File: config.mk
export PLATFORM = sky130hd
export DESIGN_NAME = pwb_bit_layer
export DESIGN_NICKNAME = d
export VERILOG_FILES = /design/src/rtl/pwb_pkg.sv /design/src/rtl/pwb_bit_layer.sv
export SDC_FILE = /design/constraint.sdc
export NUM_CORES = 1
export LEC_CHECK = 0
export BUFFER_PORTS_ARGS = -buffer_cell sky130_fd_sc_hd__buf_4
export CORE_MARGIN = 2
export CORE_UTILIZATION = 53
export CTS_CLUSTER_SIZE = 24
export DETAILED_ROUTE_END_ITERATION = 10
export PLACE_DENSITY = 0.72
export REMOVE_ABC_BUFFERS = 1
export SLEW_MARGIN = 20
export SYNTH_ARGS = -nofsm -noshare
export SYNTH_HDL_FRONTEND = slang
export SYNTH_SLANG_ARGS = --single-unit
File: constraint.sdc
create_clock -name SYS_CLK -period 2 [get_ports SYS_CLK]
set_input_delay 0.3 -clock SYS_CLK [delete_from_list [all_inputs] [get_ports SYS_CLK]]
set_output_delay 0.3 -clock SYS_CLK [all_outputs]
set_load 0.1 [all_outputs]
File: src/rtl/pwb_pkg.sv
// package: timing constants, pulse classes and the event carrier struct for the bit-signal layer
package pwb_pkg;
  // clock rate in kHz (10 MHz)
  localparam int unsigned CLK_KHZ = 10000;
  // times in ns as printed, power-up limit in ms
  localparam int unsigned IDLE_HIGH_TIME_NS = 11000;
  localparam int unsigned MASTER_SHORT_MIN_NS = 11800;
  localparam int unsigned MASTER_SHORT_MAX_NS = 17000;
  localparam int unsigned MASTER_LONG_MIN_NS = 35400;
  localparam int unsigned MASTER_LONG_MAX_NS = 48900;
  localparam int unsigned EDGE_DETECT_LATENCY_NS = 9600;
  localparam int unsigned SLAVE_READ_ONE_MIN_NS = 28300;
  localparam int unsigned SLAVE_READ_ONE_MAX_NS = 38300;
  localparam int unsigned MASTER_START_MIN_NS = 80000;
  localparam int unsigned MASTER_START_MAX_NS = 109000;
  localparam int unsigned SLAVE_ATTENTION_MAX_NS = 165000;
  localparam int unsigned RESET_MIN_NS = 354000;
  localparam int unsigned POWERUP_MAX_MS = 500;
  // cycle counts: least times round up, longest times round down
  localparam int unsigned IDLE_HIGH_CYC = (IDLE_HIGH_TIME_NS * CLK_KHZ + 999999) / 1000000;
  localparam int unsigned EDGE_DET_CYC = (EDGE_DETECT_LATENCY_NS * CLK_KHZ) / 1000000;
  // read-one drive: midpoint of the allowed window
  localparam int unsigned READ_ONE_CYC =
    ((SLAVE_READ_ONE_MIN_NS + SLAVE_READ_ONE_MAX_NS) / 2 * CLK_KHZ) / 1000000;
  // attention drive: between start max and the 165 us bound
  localparam int unsigned ATTN_CYC =
    ((MASTER_START_MAX_NS + SLAVE_ATTENTION_MAX_NS) / 2 * CLK_KHZ) / 1000000;
  localparam int unsigned RESET_CYC = (RESET_MIN_NS * CLK_KHZ + 999999) / 1000000;
  localparam longint unsigned POWERUP_CYC = longint'(POWERUP_MAX_MS) * CLK_KHZ;
  // class thresholds between adjacent ranges
  localparam int unsigned THR_ONE_CYC =
    ((MASTER_SHORT_MAX_NS + SLAVE_READ_ONE_MIN_NS) / 2 * CLK_KHZ) / 1000000;
  localparam int unsigned THR_START_CYC =
    ((MASTER_LONG_MAX_NS + MASTER_START_MIN_NS) / 2 * CLK_KHZ) / 1000000;
  localparam int unsigned THR_ATTN_CYC = (MASTER_START_MAX_NS * CLK_KHZ) / 1000000 + 1;
  localparam int unsigned THR_RESET_CYC =
    ((SLAVE_ATTENTION_MAX_NS + RESET_MIN_NS) / 2 * CLK_KHZ) / 1000000;
  // data bits after reset before attention is allowed
  localparam int unsigned ATTN_GATE_BITS = 14;
  localparam int unsigned CNT_W = 13;
  // received pulse classes
  typedef enum logic [2:0] {
    PWB_CLS_ZERO = 3'h0,
    PWB_CLS_ONE = 3'h1,
    PWB_CLS_START = 3'h2,
    PWB_CLS_ATTN = 3'h3,
    PWB_CLS_RESET = 3'h4
  } pwb_cls_e;
  // receive event carrier
  typedef struct packed {
    logic valid;
    pwb_cls_e cls;
  } pwb_evt_s;
endpackage

File: src/rtl/pwb_bit_layer.sv
// module: sensor-side bit-signal layer of the single-wire pulse-width bus
// Notes on behaviour
// attention only after line high 11 us
// master short pulse 11.8 to 17.0 us
// master long pulse 35.4 to 48.9 us
// react to falling edge within 9.6 us
// read one held low 28.3-38.3 us
// master start pulse 80 to 109 us
// attention pulse longer than start, under 165
// reset holds line low at least 354 us
// release line within 500 ms of power-up
// short pulse zero, long pulse one
// read zero leaves line undriven
// start bit always watched, aborts transaction
// no attention until 14 data bits after reset
// classify width by thresholds, longest class wins
module pwb_bit_layer
  import pwb_pkg::*;
#(
  parameter longint unsigned POWERUP_HOLD_CYC = POWERUP_CYC
) (
  input wire logic SYS_CLK,
  input wire logic RST_N,
  input wire logic SWD_I,
  output logic SWD_O,
  output logic SWD_OE,
  input wire logic READ_BIT,
  input wire logic READ_VAL,
  input wire logic ATTN_REQ,
  input wire logic RESET_REQ,
  output logic ATTN_BUSY,
  output logic RX_VALID,
  output logic [2:0] RX_CLASS,
  output logic ABORT,
  output logic BUS_RESET
);
  typedef enum logic [1:0] {
    PWB_DRV_IDLE = 2'h0,
    PWB_DRV_LOW = 2'h1,
    PWB_DRV_WAIT = 2'h3
  } pwb_drv_e;

  logic swd_m_ff; // first synchroniser stage
  logic swd_s_ff; // synchronised line
  logic swd_d_ff; // previous synchronised level
  logic [CNT_W-1:0] low_cnt_ff; // low width counter
  logic [CNT_W-1:0] high_cnt_ff; // high width counter
  logic [CNT_W-1:0] drv_cnt_ff; // own drive counter
  logic [CNT_W-1:0] drv_len_ff; // own drive length
  logic [28:0] pwr_cnt_ff; // power-up hold counter
  logic pwr_done_ff; // power-up hold over
  pwb_drv_e drv_st_ff; // drive state
  logic [3:0] bits_ff; // data bits since reset
  logic gate_ff; // attention enabled
  logic attn_pend_ff; // attention waiting
  pwb_evt_s evt_ff; // class event out
  logic abort_ff; // abort pulse
  logic bus_rst_ff; // reset pulse
  logic fall; // falling edge on line
  logic rise; // rising edge on line
  logic idle_ok; // line high long enough
  pwb_cls_e cls; // class of ended pulse
  pwb_evt_s nxt_evt;

  // two-flop synchroniser on the line
  always_ff @(posedge SYS_CLK or negedge RST_N) begin
    if (!RST_N) begin
      swd_m_ff <= 1'b1;
      swd_s_ff <= 1'b1;
      swd_d_ff <= 1'b1;
    end else begin
      swd_m_ff <= SWD_I;
      swd_s_ff <= swd_m_ff;
      swd_d_ff <= swd_s_ff;
    end
  end

  assign fall = swd_d_ff & ~swd_s_ff;
  assign rise = ~swd_d_ff & swd_s_ff;
  assign idle_ok = swd_s_ff && (high_cnt_ff >= CNT_W'(IDLE_HIGH_CYC));

  // low and high width counters, saturating
  always_ff @(posedge SYS_CLK or negedge RST_N) begin
    if (!RST_N) begin
      low_cnt_ff <= '0;
      high_cnt_ff <= '0;
    end else begin
      if (swd_s_ff) begin
        low_cnt_ff <= '0;
      end else if (low_cnt_ff != '1) begin
        low_cnt_ff <= low_cnt_ff + 1'b1;
      end
      if (!swd_s_ff) begin
        high_cnt_ff <= '0;
      end else if (high_cnt_ff != '1) begin
        high_cnt_ff <= high_cnt_ff + 1'b1;
      end
    end
  end

  // width classification, longest class first
  always_comb begin
    if (low_cnt_ff >= CNT_W'(THR_RESET_CYC)) begin
      cls = PWB_CLS_RESET;
    end else if (low_cnt_ff >= CNT_W'(THR_ATTN_CYC)) begin
      cls = PWB_CLS_ATTN;
    end else if (low_cnt_ff >= CNT_W'(THR_START_CYC)) begin
      cls = PWB_CLS_START;
    end else if (low_cnt_ff >= CNT_W'(THR_ONE_CYC)) begin
      cls = PWB_CLS_ONE;
    end else begin
      cls = PWB_CLS_ZERO;
    end
    nxt_evt.valid = rise;
    nxt_evt.cls = cls;
  end

  // receive events, abort on start, reset notice
  always_ff @(posedge SYS_CLK or negedge RST_N) begin
    if (!RST_N) begin
      evt_ff <= '0;
      abort_ff <= 1'b0;
      bus_rst_ff <= 1'b0;
    end else begin
      evt_ff <= nxt_evt;
      abort_ff <= rise && (cls == PWB_CLS_START);
      bus_rst_ff <= rise && (cls == PWB_CLS_RESET);
    end
  end

  // data-bit count gating attention after reset
  always_ff @(posedge SYS_CLK or negedge RST_N) begin
    if (!RST_N) begin
      bits_ff <= '0;
      gate_ff <= 1'b0;
    end else if (rise && cls == PWB_CLS_RESET) begin
      bits_ff <= '0;
      gate_ff <= 1'b0;
    end else if (rise && (cls == PWB_CLS_ZERO || cls == PWB_CLS_ONE) && !gate_ff) begin
      if (bits_ff == 4'(ATTN_GATE_BITS - 1)) begin
        gate_ff <= 1'b1;
      end
      bits_ff <= bits_ff + 1'b1;
    end
  end

  // power-up hold, then release
  always_ff @(posedge SYS_CLK or negedge RST_N) begin
    if (!RST_N) begin
      pwr_cnt_ff <= '0;
      pwr_done_ff <= 1'b0;
    end else if (!pwr_done_ff) begin
      pwr_cnt_ff <= pwr_cnt_ff + 1'b1;
      if (pwr_cnt_ff >= 29'(POWERUP_HOLD_CYC - 1)) begin
        pwr_done_ff <= 1'b1;
      end
    end
  end

  // pending attention, set wins over launch clear
  always_ff @(posedge SYS_CLK or negedge RST_N) begin
    if (!RST_N) begin
      attn_pend_ff <= 1'b0;
    end else if (ATTN_REQ) begin
      attn_pend_ff <= 1'b1;
    end else if (drv_st_ff == PWB_DRV_IDLE && pwr_done_ff && !RESET_REQ
        && idle_ok && gate_ff) begin
      // clear only when the attention drive really launches, not when reset wins
      attn_pend_ff <= 1'b0;
    end
  end

  // own drive: read one, attention, reset
  always_ff @(posedge SYS_CLK or negedge RST_N) begin
    if (!RST_N) begin
      drv_st_ff <= PWB_DRV_IDLE;
      drv_cnt_ff <= '0;
      drv_len_ff <= '0;
    end else begin
      case (drv_st_ff)
        PWB_DRV_IDLE: begin
          drv_cnt_ff <= '0;
          if (!pwr_done_ff) begin
            drv_len_ff <= '0;
          end else if (RESET_REQ && idle_ok) begin
            drv_len_ff <= CNT_W'(RESET_CYC);
            drv_st_ff <= PWB_DRV_LOW;
          end else if (attn_pend_ff && idle_ok && gate_ff) begin
            drv_len_ff <= CNT_W'(ATTN_CYC);
            drv_st_ff <= PWB_DRV_LOW;
          end else if (fall && READ_BIT && READ_VAL) begin
            drv_len_ff <= CNT_W'(READ_ONE_CYC);
            drv_st_ff <= PWB_DRV_LOW;
          end
        end
        PWB_DRV_LOW: begin
          drv_cnt_ff <= drv_cnt_ff + 1'b1;
          if (drv_cnt_ff == drv_len_ff - 1'b1) begin
            drv_st_ff <= PWB_DRV_WAIT;
          end
        end
        PWB_DRV_WAIT: begin
          if (swd_s_ff) begin
            drv_st_ff <= PWB_DRV_IDLE;
          end
        end
        default: drv_st_ff <= PWB_DRV_IDLE;
      endcase
    end
  end

  // open-drain: drive low only; read zero leaves line free
  assign SWD_O = 1'b0;
  assign SWD_OE = !pwr_done_ff || (drv_st_ff == PWB_DRV_LOW);
  assign ATTN_BUSY = attn_pend_ff;
  assign RX_VALID = evt_ff.valid;
  assign RX_CLASS = evt_ff.cls;
  assign ABORT = abort_ff;
  assign BUS_RESET = bus_rst_ff;

  chk_powerup_release: assert property (@(posedge SYS_CLK) disable iff (!RST_N)
    (pwr_cnt_ff >= 29'(POWERUP_HOLD_CYC)) |-> pwr_done_ff)
    else $error("line held past power-up limit");
  chk_read_one_len: assert property (@(posedge SYS_CLK) disable iff (!RST_N)
    $rose(SWD_OE) && drv_len_ff == CNT_W'(READ_ONE_CYC)
      |-> ##282 SWD_OE ##[1:101] !SWD_OE)
    else $error("read one drive length wrong");
  chk_attn_gate: assert property (@(posedge SYS_CLK) disable iff (!RST_N)
    $rose(SWD_OE) && drv_len_ff == CNT_W'(ATTN_CYC) |-> gate_ff)
    else $error("attention before 14 data bits");
  chk_attn_idle: assert property (@(posedge SYS_CLK) disable iff (!RST_N)
    $rose(SWD_OE) && drv_len_ff == CNT_W'(ATTN_CYC)
      |-> $past(high_cnt_ff) >= CNT_W'(IDLE_HIGH_CYC))
    else $error("attention without idle");
  chk_edge_react: assert property (@(posedge SYS_CLK) disable iff (!RST_N)
    drv_st_ff == PWB_DRV_IDLE && pwr_done_ff && fall && READ_BIT && READ_VAL
      && !RESET_REQ && !(attn_pend_ff && idle_ok && gate_ff) |=> SWD_OE)
    else $error("late reaction to falling edge");
  chk_read_zero: assert property (@(posedge SYS_CLK) disable iff (!RST_N)
    drv_st_ff == PWB_DRV_IDLE && pwr_done_ff && fall && READ_BIT && !READ_VAL
      && !RESET_REQ && !attn_pend_ff |=> !SWD_OE)
    else $error("line driven on read zero");
  chk_start_abort: assert property (@(posedge SYS_CLK) disable iff (!RST_N)
    rise && low_cnt_ff >= CNT_W'(THR_START_CYC) && low_cnt_ff < CNT_W'(THR_ATTN_CYC)
      |=> ABORT && RX_CLASS == PWB_CLS_START)
    else $error("start bit not aborting");
  chk_class_order: assert property (@(posedge SYS_CLK) disable iff (!RST_N)
    rise && low_cnt_ff >= CNT_W'(THR_RESET_CYC) |=> BUS_RESET && !ABORT)
    else $error("long pulse not taken as reset");
endmodule

### Yosys cells after proc, flatten, opt, wreduce, memory -nomap -nowiden

Cells that the tools add are included.

| word-level totals | value |
|---|---|
| register bits after elaboration | 99 |
| bits of input ports | 7 |
| output and inout bits | 9 |
| word-level logic and storage cells | 106 |

| cells by class | value |
|---|---|
| add/subtract/negate cells | 6 |
| $lt $le $gt $ge | 6 |
| equal/unequal tests | 15 |
| mux-type cells | 29 |
| bitwise logic cells | 4 |
| reductions and logical operators | 29 |

Operators by type and width:

| kind | number |
|---|---|
| two-way mux 13 bit | 8 |
| adder 13 x 1 -> 13 bit, second input constant | 3 |
| adder 29 x 1 -> 29 bit, second input constant | 1 |
| greater-or-equal comparator 29 x 23 -> 1 bit, second input constant | 1 |
| != test 13 bit, second input constant | 2 |
| one-hot mux 13 bit (2 select lines) | 1 |
| two-way mux 2 bit | 8 |
| logical AND 1 bit | 14 |
| == test 13 bit | 1 |
| greater-or-equal comparator 13 x 10 -> 1 bit, second input constant | 1 |
| greater-or-equal comparator 13 x 11 -> 1 bit, second input constant | 1 |
| greater-or-equal comparator 13 x 12 -> 1 bit, second input constant | 1 |
| greater-or-equal comparator 13 x 7 -> 1 bit, second input constant | 1 |
| greater-or-equal comparator 13 x 8 -> 1 bit, second input constant | 1 |
| subtractor 13 x 1 -> 13 bit, second input constant | 1 |
| nonzero test 2 bit | 5 |
| two-way mux 1 bit | 8 |
| two-way mux 4 bit | 2 |
| != test 4 x 1 -> 1 bit, second input constant | 2 |
| != test 2 bit, second input constant | 3 |
| one-hot mux 2 bit (3 select lines) | 1 |
| adder 4 x 1 -> 4 bit, second input constant | 1 |
| == test 4 bit, second input constant | 1 |
| AND reduction 2 bit | 2 |
| other kinds (14) | 19 |

### Logic depth before layout (Yosys ltp)

Gate-level depths: netlist of run 1.

| depth | value |
|---|---|
| depth in word-level cells | 11 |
| mapped depth | 9 |

### Least setup slack after synthesis of run 1

OpenSTA, ideal clock, no wires.

| timing path | value |
|---|---|
| kind | register to register |
| from | reg drv_len_ff[0] |
| to | reg drv_st_ff[1] |
| setup time | 0.082 ns |
| arrival time | 1.886 ns |
| required time | 1.918 ns |
| slack | 0.032 ns |
| stages on the path, launching flop included | 10 |
| cells stage by stage | dfrtp_1 clkbuf_1 inv_1 ha_1 clkbuf_1 o21ai_0 or3b_2 a21oi_1 o2111ai_1 o22ai_1 |

| on the way | value |
|---|---|
| word-level cells in the longest chain between the ends | 4 |

Ends and longest elaborated chain:

| what | RTL line | source |
|---|---|---|
| start, declared | pwb_bit_layer.sv:49 | `logic [CNT_W-1:0] drv_len_ff;` |
| start signal, assigned | pwb_bit_layer.sv:186 | `drv_len_ff <= CNT_W'(RESET_CYC);` |
| start signal, assigned | pwb_bit_layer.sv:189 | `drv_len_ff <= CNT_W'(ATTN_CYC);` |
| start signal, assigned | pwb_bit_layer.sv:192 | `drv_len_ff <= CNT_W'(READ_ONE_CYC);` |
| subtractor 13 x 1 -> 13 bit | pwb_bit_layer.sv:198 | `if (drv_cnt_ff == drv_len_ff - 1'b1) begin` |
| == test 13 bit | pwb_bit_layer.sv:198 |  |
| != test 2 bit (no line) | -- |  |
| AND reduction 4 bit (no line) | -- |  |
| end signal, assigned | pwb_bit_layer.sv:199 | `drv_st_ff <= PWB_DRV_WAIT;` |
| end signal, assigned | pwb_bit_layer.sv:204 | `drv_st_ff <= PWB_DRV_IDLE;` |
| end signal, assigned | pwb_bit_layer.sv:207 | `default: drv_st_ff <= PWB_DRV_IDLE;` |
| end, declared | pwb_bit_layer.sv:52 | `pwb_drv_e drv_st_ff;` |

No other way between the ends.
A chain may end at the register's enable or synchronous reset.

### Final worst setup path of run 1

| timing path | value |
|---|---|
| from | reg low_cnt_ff[3] |
| to | reg evt_ff, in the netlist RX_CLASS[0] |

| on the way | value |
|---|---|
| word-level cells in the longest chain between the ends | 5 |
| elaborated cells on any way between the ends | 8 |

Ends and longest elaborated chain:

| what | RTL line | source |
|---|---|---|
| start, declared | pwb_bit_layer.sv:46 | `logic [CNT_W-1:0] low_cnt_ff;` |
| start signal, assigned | pwb_bit_layer.sv:91 | `low_cnt_ff <= low_cnt_ff + 1'b1;` |
| greater-or-equal comparator 13 x 8 -> 1 bit | pwb_bit_layer.sv:109 | `end else if (low_cnt_ff >= CNT_W'(THR_ONE_CYC)) begin` |
| two-way mux 1 bit | pwb_bit_layer.sv:109 |  |
| two-way mux 2 bit | pwb_bit_layer.sv:107 | `end else if (low_cnt_ff >= CNT_W'(THR_START_CYC)) begin` |
| two-way mux 2 bit | pwb_bit_layer.sv:105 | `end else if (low_cnt_ff >= CNT_W'(THR_ATTN_CYC)) begin` |
| two-way mux 3 bit * | pwb_bit_layer.sv:103 | `if (low_cnt_ff >= CNT_W'(THR_RESET_CYC)) begin` |
| named net cls[0] | pwb_bit_layer.sv:62 | `pwb_cls_e cls;` |
| end signal, assigned | pwb_bit_layer.sv:125 | `evt_ff <= nxt_evt;` |
| end, declared | pwb_bit_layer.sv:56 | `pwb_evt_s evt_ff;` |

Mark *: on every way through the listed nets, which the timed path passes. The rest lies on a longest branch.

==> results of run 1 <==
routing by layer:
layer	routed length, um	share of wire, %	vias up	global-route usage [%]
li1	-	-	1826	-
met1	4616	49	1803	29.44
met2	4467	47	51	32.90
met3	265	2.8	11	3.134
met4	136	1.4	0	7.903
met5	0	0	-	0
path summary, 6_finish.rpt:
| kind | endpoint | slack [ps] | depth (start not counted) |
|---|---|---|---|
| worst max-delay path | RX_CLASS[0] | 120 | 5 |
| worst min-delay path | swd_m_ff | 50 | 1 |
| worst max register to register | RX_CLASS[0] | 120 | 5 |
| worst min register to register | swd_s_ff | 370 | 0 |
| max in group asynchronous | ATTN_BUSY | 890 | 3 |
| min in group asynchronous | RX_VALID | 440 | 2 |
Yosys cell counts, types with 9 or more instances:
cell and number:
nand4_1 17, a21oi_1 18, dfrtp_1 90, xor2_1 23, clkbuf_1 15, ha_1 9, xnor2_1 42, nor2_1 41
o21ai_0 18, and2_1 11, inv_1 13, nand2_1 53, nor3_1 11, nand3_1 22, or3_1 10, and3_1 9
report_power, final:
group | switching [uW] | leakage [uW] | internal, uW | total, uW
Sequential | 73.0 | 0.00125 | 1940 | 2020
Combinational | 143 | 0.00107 | 112 | 256
Clock | 676 | 0.000100 | 585 | 1260
Total | 892 | 0.00242 | 2640 | 3530
registers in the layout (all words and copies together) (netlist names), 2 cells and up:
name / count
drv_len_ff: 7
high_cnt_ff: 13
low_cnt_ff: 13
RX_CLASS: 3
drv_st_ff: 2
bits_ff: 4
drv_cnt_ff: 13
pwr_cnt_ff: 29
worst max-delay path, stage by stage (launching register included):
cell and delay, ps:
dfrtp_1 450, or4_4 550, o31a_4 330, nor2_1 220, o31ai_1 110, a21oi_1 160
what timing repair did:
item,4_1_cts,5_1_grt
buffers inserted,0,1
resized for setup,0,6
endpoints found under the hold margin,33,0
setup endpoints to repair,0,6
hold buffers,1,0
stage by stage:
step                      power [uW]  util (%)  hold slack [ps]  std cells
final                           3534     59.93            51.40        647
after global routing            3699     59.93            27.66        647
after CTS                       3575     59.67            36.40        646
after detailed placement        2315     57.43            297.7        630
after global placement          2304     57.43            292.0        630
after floorplan                 2200         -            4.409        483
cell type report:
| class | count | share of cell area, % |
|---|---|---|
| tap | 111 | 2.544 |
| multi-input combinational | 377 | 44.72 |
| sequential | 93 | 42.72 |
| inverter | 13 | 0.8939 |
| clock inverter | 6 | 1.284 |
| clock buffer | 9 | 2.269 |
| timing repair buffer | 38 | 5.570 |
cells by family after synthesis:
kind of cell	share of synthesized area, %
adders and majority gates	2.301
xor gates and xnor gates	12.09
muxes	0.2301
AOI/OAI and AO/OA	10.94
DFF	47.63
and+or+nand+nor	24.01
other	0.07663
buffers and inverters	2.710
==> flow_metrics.tcl, run 1 <==
set metrics [dict create \
    max_clock_buf_depth 2 \
    ys_async_sr_fraction_pct 100.0 \
    grt.total_usage_pct 20.89 \
    num_vias 3691 \
    dp_worst_setup_slack_ps 85.91 \
    clkSinkCount 93 \
    half_perimeter_wire_length_after_detailed_placement_um 6832 \
    final_design_area_no_fill_um2 5459 \
    firstDrtPassIters 4 \
    synth_top_flop_cell "dfrtp_1" \
    tritoncts "yes" \
    yosys_warnings 0 \
    post_drt_wl_per_cell_um 14.66 \
    finalNetCount 548 \
    initialDrtViolationCount 136 \
    yosysSeqAreaShare_pct 47.63 \
    worst_ep_required_time_ps 2280 \
    leakagePower_uw 0.002419 \
    number_of_standard_cell_rows_in_the_floorplan 35 \
    grt_setup_unrepaired "false" \
    layout.cells.most_common_list "dfrtp_1 (89), nand2_1 (53), xnor2_1 (42), nor2_1 (41), buf_4 (35)" \
    synth_enable_flop_cells 0 \
    post_drt_via_cell_ratio 5.705 \
    post_synth_num_cell_types 66 \
    min-delay-start "SWD_I" \
    layout_commonest_cell "dfrtp_1" \
    least_setup_slack_across_all_paths_after_layout_ps 122.9 \
    slew_at_the_pin_closest_to_its_max_slew_limit_ps 561.1 \
    drv_cap 0 \
    crit-reg2reg-launch "low_cnt_ff[3]" \
    floorplan.die.width_um 100.1 \
    setup_viol 0 \
    numPortBuffers 14 \
    critPathCaptureType "flip-flop" \
    final_min_period_over_clock_period_pct 93.85 \
    worstPathArrival_ps 2160 \
    fillers 788 \
    post_dp_cell_area_um2 5231 \
    drive_above_1_share_pct 13.25 \
    finalHoldViolations 0 \
    synth_top_area_share_pct 46.02 \
    synthTopCellsByArea "dfrtp_1 (46%), xnor2_1 (7.5%), xor2_1 (4.1%)" \
    clock_skew_ps 13.73 \
    largest_fanout_on_the_critical_path 7 \
    maxClockFrequency_ghz 0.5327 \
    grt.overflow.total 0 \
    flow.area_growth_from_synthesis_pct 11.56 \
    avgSynthCellArea_um2 9.748 \
    wirelength_um 9485 \
    antenna_violating_nets_left 0 \
    multiInputGateArea_um2 2441 \
    htree_levels 3 \
    pin_count_of_the_biggest_net_entering_global_routing 39 \
    postSynthRegisterBits 93 \
    gp_routability_congestion 0.7974 \
    clk-insertion-delay-late_ps 360 \
    drv_slew 0 \
    grt_antenna_before_repair 0 \
    setup.worst_path.start "low_cnt_ff[3]" \
    slew_headroom_pct 62.25 \
    synth.largest_area_cell "dfrtp_1" \
    max-vdd-ir-drop_mv 0.4231 \
    synthCells 502 \
    outcome "complete, no violations" \
    core_um2 9109 \
    clk_pin_slew_ps 100 \
    num_antenna_cells 0 \
    die_h_um 100.1 \
    critical_path_class "reg2reg" \
    die-area_um2 10020 \
    period_minus_slack_ps 1877 \
    grt_pass1_vias 3662 \
    clock-root-buffer "clkbuf_8" \
    startpoint_class_of_the_critical_path "flip-flop" \
    remaining_drc_errors 0 \
    io_pins 16 \
    setup_total_negative_slack_ps 0 \
    hold_crit_class "in2reg" \
    syn-cell-area_um2 4893 \
    grt_pass1_wl_um 17040 \
    initial_utilization_pct 53.72 \
    cts_buffers 9 \
    regArea_um2 2332 \
    p_per_area_nw_per_um2 647.4 \
]
No activity file was read; power rests on OpenSTA's default activity.
==> run 2: changes to the inputs <==
Settings changed: CORE_MARGIN 2 to not set, CORE_UTILIZATION 53 to 56, PLACE_DENSITY 0.72 to 0.76.
==> flow_metrics.tcl, run 2 (synthesis results as in run 1) <==
set metrics [dict create \
    outcome "complete, no violations" \
    half_perimeter_wire_length_after_detailed_placement_um 6758 \
    drive_above_1_share_pct 12.69 \
    post_dp_cell_area_um2 5224 \
    clk_pin_slew_ps 80 \
    clock-root-buffer "clkbuf_8" \
    num_antenna_cells 0 \
    setup_viol 0 \
    least_setup_slack_across_all_paths_after_layout_ps 92.27 \
    critPathMaxStageDelay_ps 430 \
    power.clock.fraction_pct 35.1 \
    finalHoldViolations 0 \
    pin_count_of_the_biggest_net_entering_global_routing 38 \
    critPathTopFamily "compound AO/OA/AOI/OAI gates" \
    clk-insertion-delay-late_ps 350 \
    largest_register_ff_count 29 \
    setup_buffers_after_cts 0 \
    post_drt_via_cell_ratio 5.824 \
    worst_ep_required_time_ps 2240 \
    initialDrtViolationCount 130 \
    gp_routability_congestion 0.8323 \
    power.internal_uw 2670 \
    net-switching-power_uw 840.9 \
    clkSinkCount 93 \
    drv_slew 0 \
    max-vdd-ir-drop_mv 0.4707 \
    regToRegSetupSlack_ps 90 \
    grt_pass1_wl_um 16370 \
    critPathCaptureType "flip-flop" \
    antenna_violating_nets_left 0 \
    floorplan.die.width_um 95.48 \
    flow.area_growth_from_synthesis_pct 11.15 \
    grt_pass1_vias 3643 \
    whs_ps 53.39 \
    number_of_standard_cell_rows_in_the_floorplan 33 \
    clock_skew_ps 7.097 \
    layout.cells.non_filler 641 \
    tritoncts "yes" \
    slew_at_the_pin_closest_to_its_max_slew_limit_ps 581.9 \
    die-area_um2 9116 \
    dp_worst_setup_slack_ps 106.0 \
    critPathSlowestCell "o211ai_1" \
    power_switching_share_pct 23.95 \
    io_pins 16 \
    firstDrtPassIters 4 \
    wirelength_um 9568 \
    leakagePower_uw 0.002417 \
    grt.total_usage_pct 23.15 \
    critical_path_class "reg2reg" \
    remaining_drc_errors 0 \
    setup_total_negative_slack_ps 0 \
    post_drt_wl_per_cell_um 14.93 \
    grt_setup_unrepaired "false" \
    placedCellCount 624 \
    maxClockFrequency_ghz 0.5242 \
    share_seq_of_total_power_pct 57.4 \
    critical_path_buf_inv_count 1 \
    cpMostUsedCell "o211ai_1" \
    max_clock_buf_depth 2 \
    htree_levels 3 \
    finalNetCount 547 \
    largest_fanout_on_the_critical_path 6 \
    slew_headroom_pct 60.85 \
    layout.cells.most_common_list "dfrtp_1 (90), nand2_1 (53), xnor2_1 (42), nor2_1 (40), buf_4 (35)" \
    core_um2 8341 \
    die_h_um 95.48 \
    numPortBuffers 14 \
    crit_chain "inv_1 -> ha_1 -> o211ai_1 -> a21oi_1 -> o211ai_1 -> nand2_1 -> a32o_1" \
    period_minus_slack_ps 1908 \
    power.combinational.fraction_pct 7.5 \
    grt.overflow.total 0 \
    worstPathArrival_ps 2150 \
    grt_antenna_before_repair 0 \
    drv_cap 0 \
    p_per_area_nw_per_um2 645.5 \
    startpoint_class_of_the_critical_path "flip-flop" \
    regMostFlops "pwr_cnt_ff" \
    initial_utilization_pct 58.67 \
    cts_buffers 9 \
    final_min_period_over_clock_period_pct 95.39 \
    layout_commonest_cell "dfrtp_1" \
    num_vias 3733 \
    final_design_area_no_fill_um2 5439 \
    hold_crit_class "in2reg" \
]
## run 2: cell type report
type | instances | area (um^2)
tap | 105 | 131.4
clock buffer | 12 | 145.1
fill | 671 | 2902
timing repair buffer | 37 | 292.8
multi-input combinational | 377 | 2442
clock inverter | 4 | 47.55
sequential | 93 | 2331
inverter | 13 | 48.80
## run 2: timing repair
item / CTS / global route
hold buffers: 1 / 0
setup endpoints to repair: 0 / 4
hold endpoints to repair: 33 / 0
gates resized for setup: 0 / 4
## run 2: layer usage
metal	GRT usage [%]	wire length, um	vias up
li1	-	-	1828
met1	30.55	4561	1828
met2	38.57	4570	62
met3	3.668	275	15
met4	8.458	160	0
met5	0	0	-
## run 2: per-stage QoR
stage | util [%] | total power (uW)
final | 65.21 | 3511
after CTS | 65.06 | 3543
after global routing | 65.21 | 3657
after global placement | 62.63 | 2299
after detailed placement | 62.63 | 2318
after floorplan | - | 2200
## run 2: power groups by stage
stage	registers (uW)	logic [uW]	clock network (uW)
3_3_place_gp	2050	252	0
5_1_grt	2020	300	1330
2_1_floorplan	2050	153	0
4_1_cts	2010	270	1260
6_report	2020	265	1230
3_5_place_dp	2050	270	0
## run 2: worst register-to-register path: stages (launching register included)
cell and delay (ps):
dfrtp_1 400, inv_1 90, ha_1 190, o211ai_1 190
a21oi_1 130, o211ai_1 430, nand2_1 110, a32o_1 270
## run 2: path summary, 6_finish.rpt
| path | startpoint | end | depth (start not counted) |
|---|---|---|---|
| worst min register to register | swd_m_ff | swd_s_ff | 0 |
| worst min-delay path | SWD_I | swd_m_ff | 1 |
| worst max-delay path | high_cnt_ff[0] | drv_st_ff[0] | 7 |
| min in group asynchronous | RST_N | drv_cnt_ff[12] | 2 |
| max in group asynchronous | RST_N | pwr_cnt_ff[18] | 3 |
| worst max register to register | high_cnt_ff[0] | drv_st_ff[0] | 7 |
==> run 3: changes to the inputs <==
Settings changed: CORE_UTILIZATION 56 to 62, MAX_ROUTING_LAYER set to met4, PLACE_DENSITY 0.76 to 0.8.
Clock period 2 ns to 1.8 ns, I/O delays scaled along.
==> flow_metrics.tcl, run 3 (synthesis results as in run 1) <==
set metrics [dict create \
    power_switching_share_pct 24.77 \
    drv_slew 0 \
    post_drt_wl_per_cell_um 15.51 \
    clk_pin_slew_ps 80 \
    grt_pass1_vias 3750 \
    grt.total_usage_pct 26.80 \
    initialDrtViolationCount 206 \
    firstDrtPassIters 4 \
    numPortBuffers 14 \
    min-delay-start "SWD_I" \
    drv_cap 0 \
    largest_fanout_on_the_critical_path 6 \
    pin_count_of_the_biggest_net_entering_global_routing 50 \
    fillers 573 \
    setup.worst_path.start "low_cnt_ff[2]" \
    outcome "finished, violations left" \
    largest_register_ff_count 29 \
    grt_setup_unrepaired "true" \
    num_vias 3869 \
    io_pins 16 \
    final_design_area_no_fill_um2 5597 \
    final_min_period_over_clock_period_pct 102.9 \
    remaining_drc_errors 0 \
    setup_viol 3 \
    clock-root-buffer "clkbuf_8" \
    layout.cells.non_filler 649 \
    startpoint_class_of_the_critical_path "flip-flop" \
    placedCellCount 631 \
    maxClockFrequency_ghz 0.5400 \
    regMostFlops "pwr_cnt_ff" \
    net-switching-power_uw 944.9 \
    share_seq_of_total_power_pct 58.7 \
    floorplan.die.width_um 90.84 \
    p_per_area_nw_per_um2 681.6 \
    max_clock_buf_depth 2 \
    worst_ep_required_time_ps 2030 \
    hold_crit_class "in2reg" \
    cts_buffers 9 \
    failed_checks "negative setup slack" \
    clock_skew_ps 6.607 \
    layout.cells.most_common_list "dfrtp_1 (88), nand2_1 (53), buf_4 (46), xnor2_1 (42), nor2_1 (40)" \
    core_um2 7687 \
    multiInputGateArea_um2 2520 \
    least_setup_slack_across_all_paths_after_layout_ps -52.01 \
    critical_path_class "reg2reg" \
    grt.overflow.total 0 \
    layout.core_utilization_pct 72.80 \
    die-area_um2 8252 \
    layout_commonest_cell "dfrtp_1" \
    die_h_um 90.84 \
    number_of_standard_cell_rows_in_the_floorplan 32 \
    finalHoldViolations 0 \
    num_antenna_cells 0 \
    crit-reg2reg-launch "low_cnt_ff[2]" \
    initial_utilization_pct 63.66 \
    half_perimeter_wire_length_after_detailed_placement_um 6998 \
    period_minus_slack_ps 1852 \
    power.combinational.fraction_pct 8.9 \
    clkSinkCount 93 \
    leakagePower_uw 0.002474 \
    htree_levels 3 \
    gp_routability_congestion 0.8127 \
    critPathCaptureType "flip-flop" \
    tritoncts "yes" \
    clk-insertion-delay-late_ps 350 \
    power.clock.fraction_pct 32.4 \
    flow.area_growth_from_synthesis_pct 14.37 \
    antenna_violating_nets_left 0 \
    post_drt_via_cell_ratio 5.961 \
    grt_antenna_before_repair 0 \
    drive_above_1_share_pct 17.73 \
    grt_pass1_wl_um 17280 \
    power.internal_uw 2870 \
    regArea_um2 2333 \
    max-vdd-ir-drop_mv 0.4634 \
    worstPathArrival_ps 2080 \
    wirelength_um 10070 \
    finalNetCount 560 \
    post_dp_cell_area_um2 5295 \
]
run 3: power by group through the flow:
stage	registers, uW	logic, uW	clock network [uW]
5_1_grt	2250	383	1360
3_3_place_gp	2270	296	0
3_5_place_dp	2280	316	0
2_1_floorplan	2270	170	0
6_report	2240	339	1240
4_1_cts	2240	320	1270
run 3: layout make-up:
cell class / count / area share [%]
inverters: 13 / 0.8719
well taps: 102 / 2.280
clock buffers: 12 / 2.772
clock inverters: 2 / 0.1789
flip-flops and latches: 93 / 41.69
repair buffers: 50 / 7.176
multi-input cells: 377 / 45.03
run 3: worst max-delay path, stage by stage (launching register included):
cell and delay, ps:
dfrtp_1 380, or4_4 560, o31a_4 340, nor3b_2 230
xnor2_1 150, nor2_1 70
run 3: through the flow:
stage               setup WS, ps  hold WS (ps)  setup TNS (ps)  power [uW]
floorplan                 -72.40        -25.59          -92.22        2444
global placement          -30.64         188.7          -30.64        2567
detailed placement        -41.85         199.8          -67.69        2593
CTS                       -34.68         11.65          -72.98        3826
global route              -87.43         9.561          -948.0        3991
finish                    -52.01         24.39          -94.82        3814
run 3: final timing paths:
path,end,slack [ps],cells past startpoint
max,bits_ff[2],-50,5
min,swd_m_ff,20,1
max reg2reg,bits_ff[2],-50,5
min reg2reg,swd_s_ff,370,0
max in group asynchronous,swd_m_ff,790,3
min in group asynchronous,low_cnt_ff[6],350,2
run 3: layer usage:
metal  vias up  track usage, %  part of all wire [%]  wire length, um
li1       1849               -                     -                -
met1      1926           34.90                    45             4575
met2        79           43.31                    49             4923
met3        15           3.620                   3.9              394
met4         0           9.524                   1.7              172
met5         -               -                     0                0
run 3: timing repair:
item	4_1_cts	5_1_grt
hold buffers	1	0
pin swaps	2	10
resized for setup	6	23
setup endpoints to repair	9	32
endpoints found under the hold margin	22	0
gates cloned	0	0
setup buffers	0	3
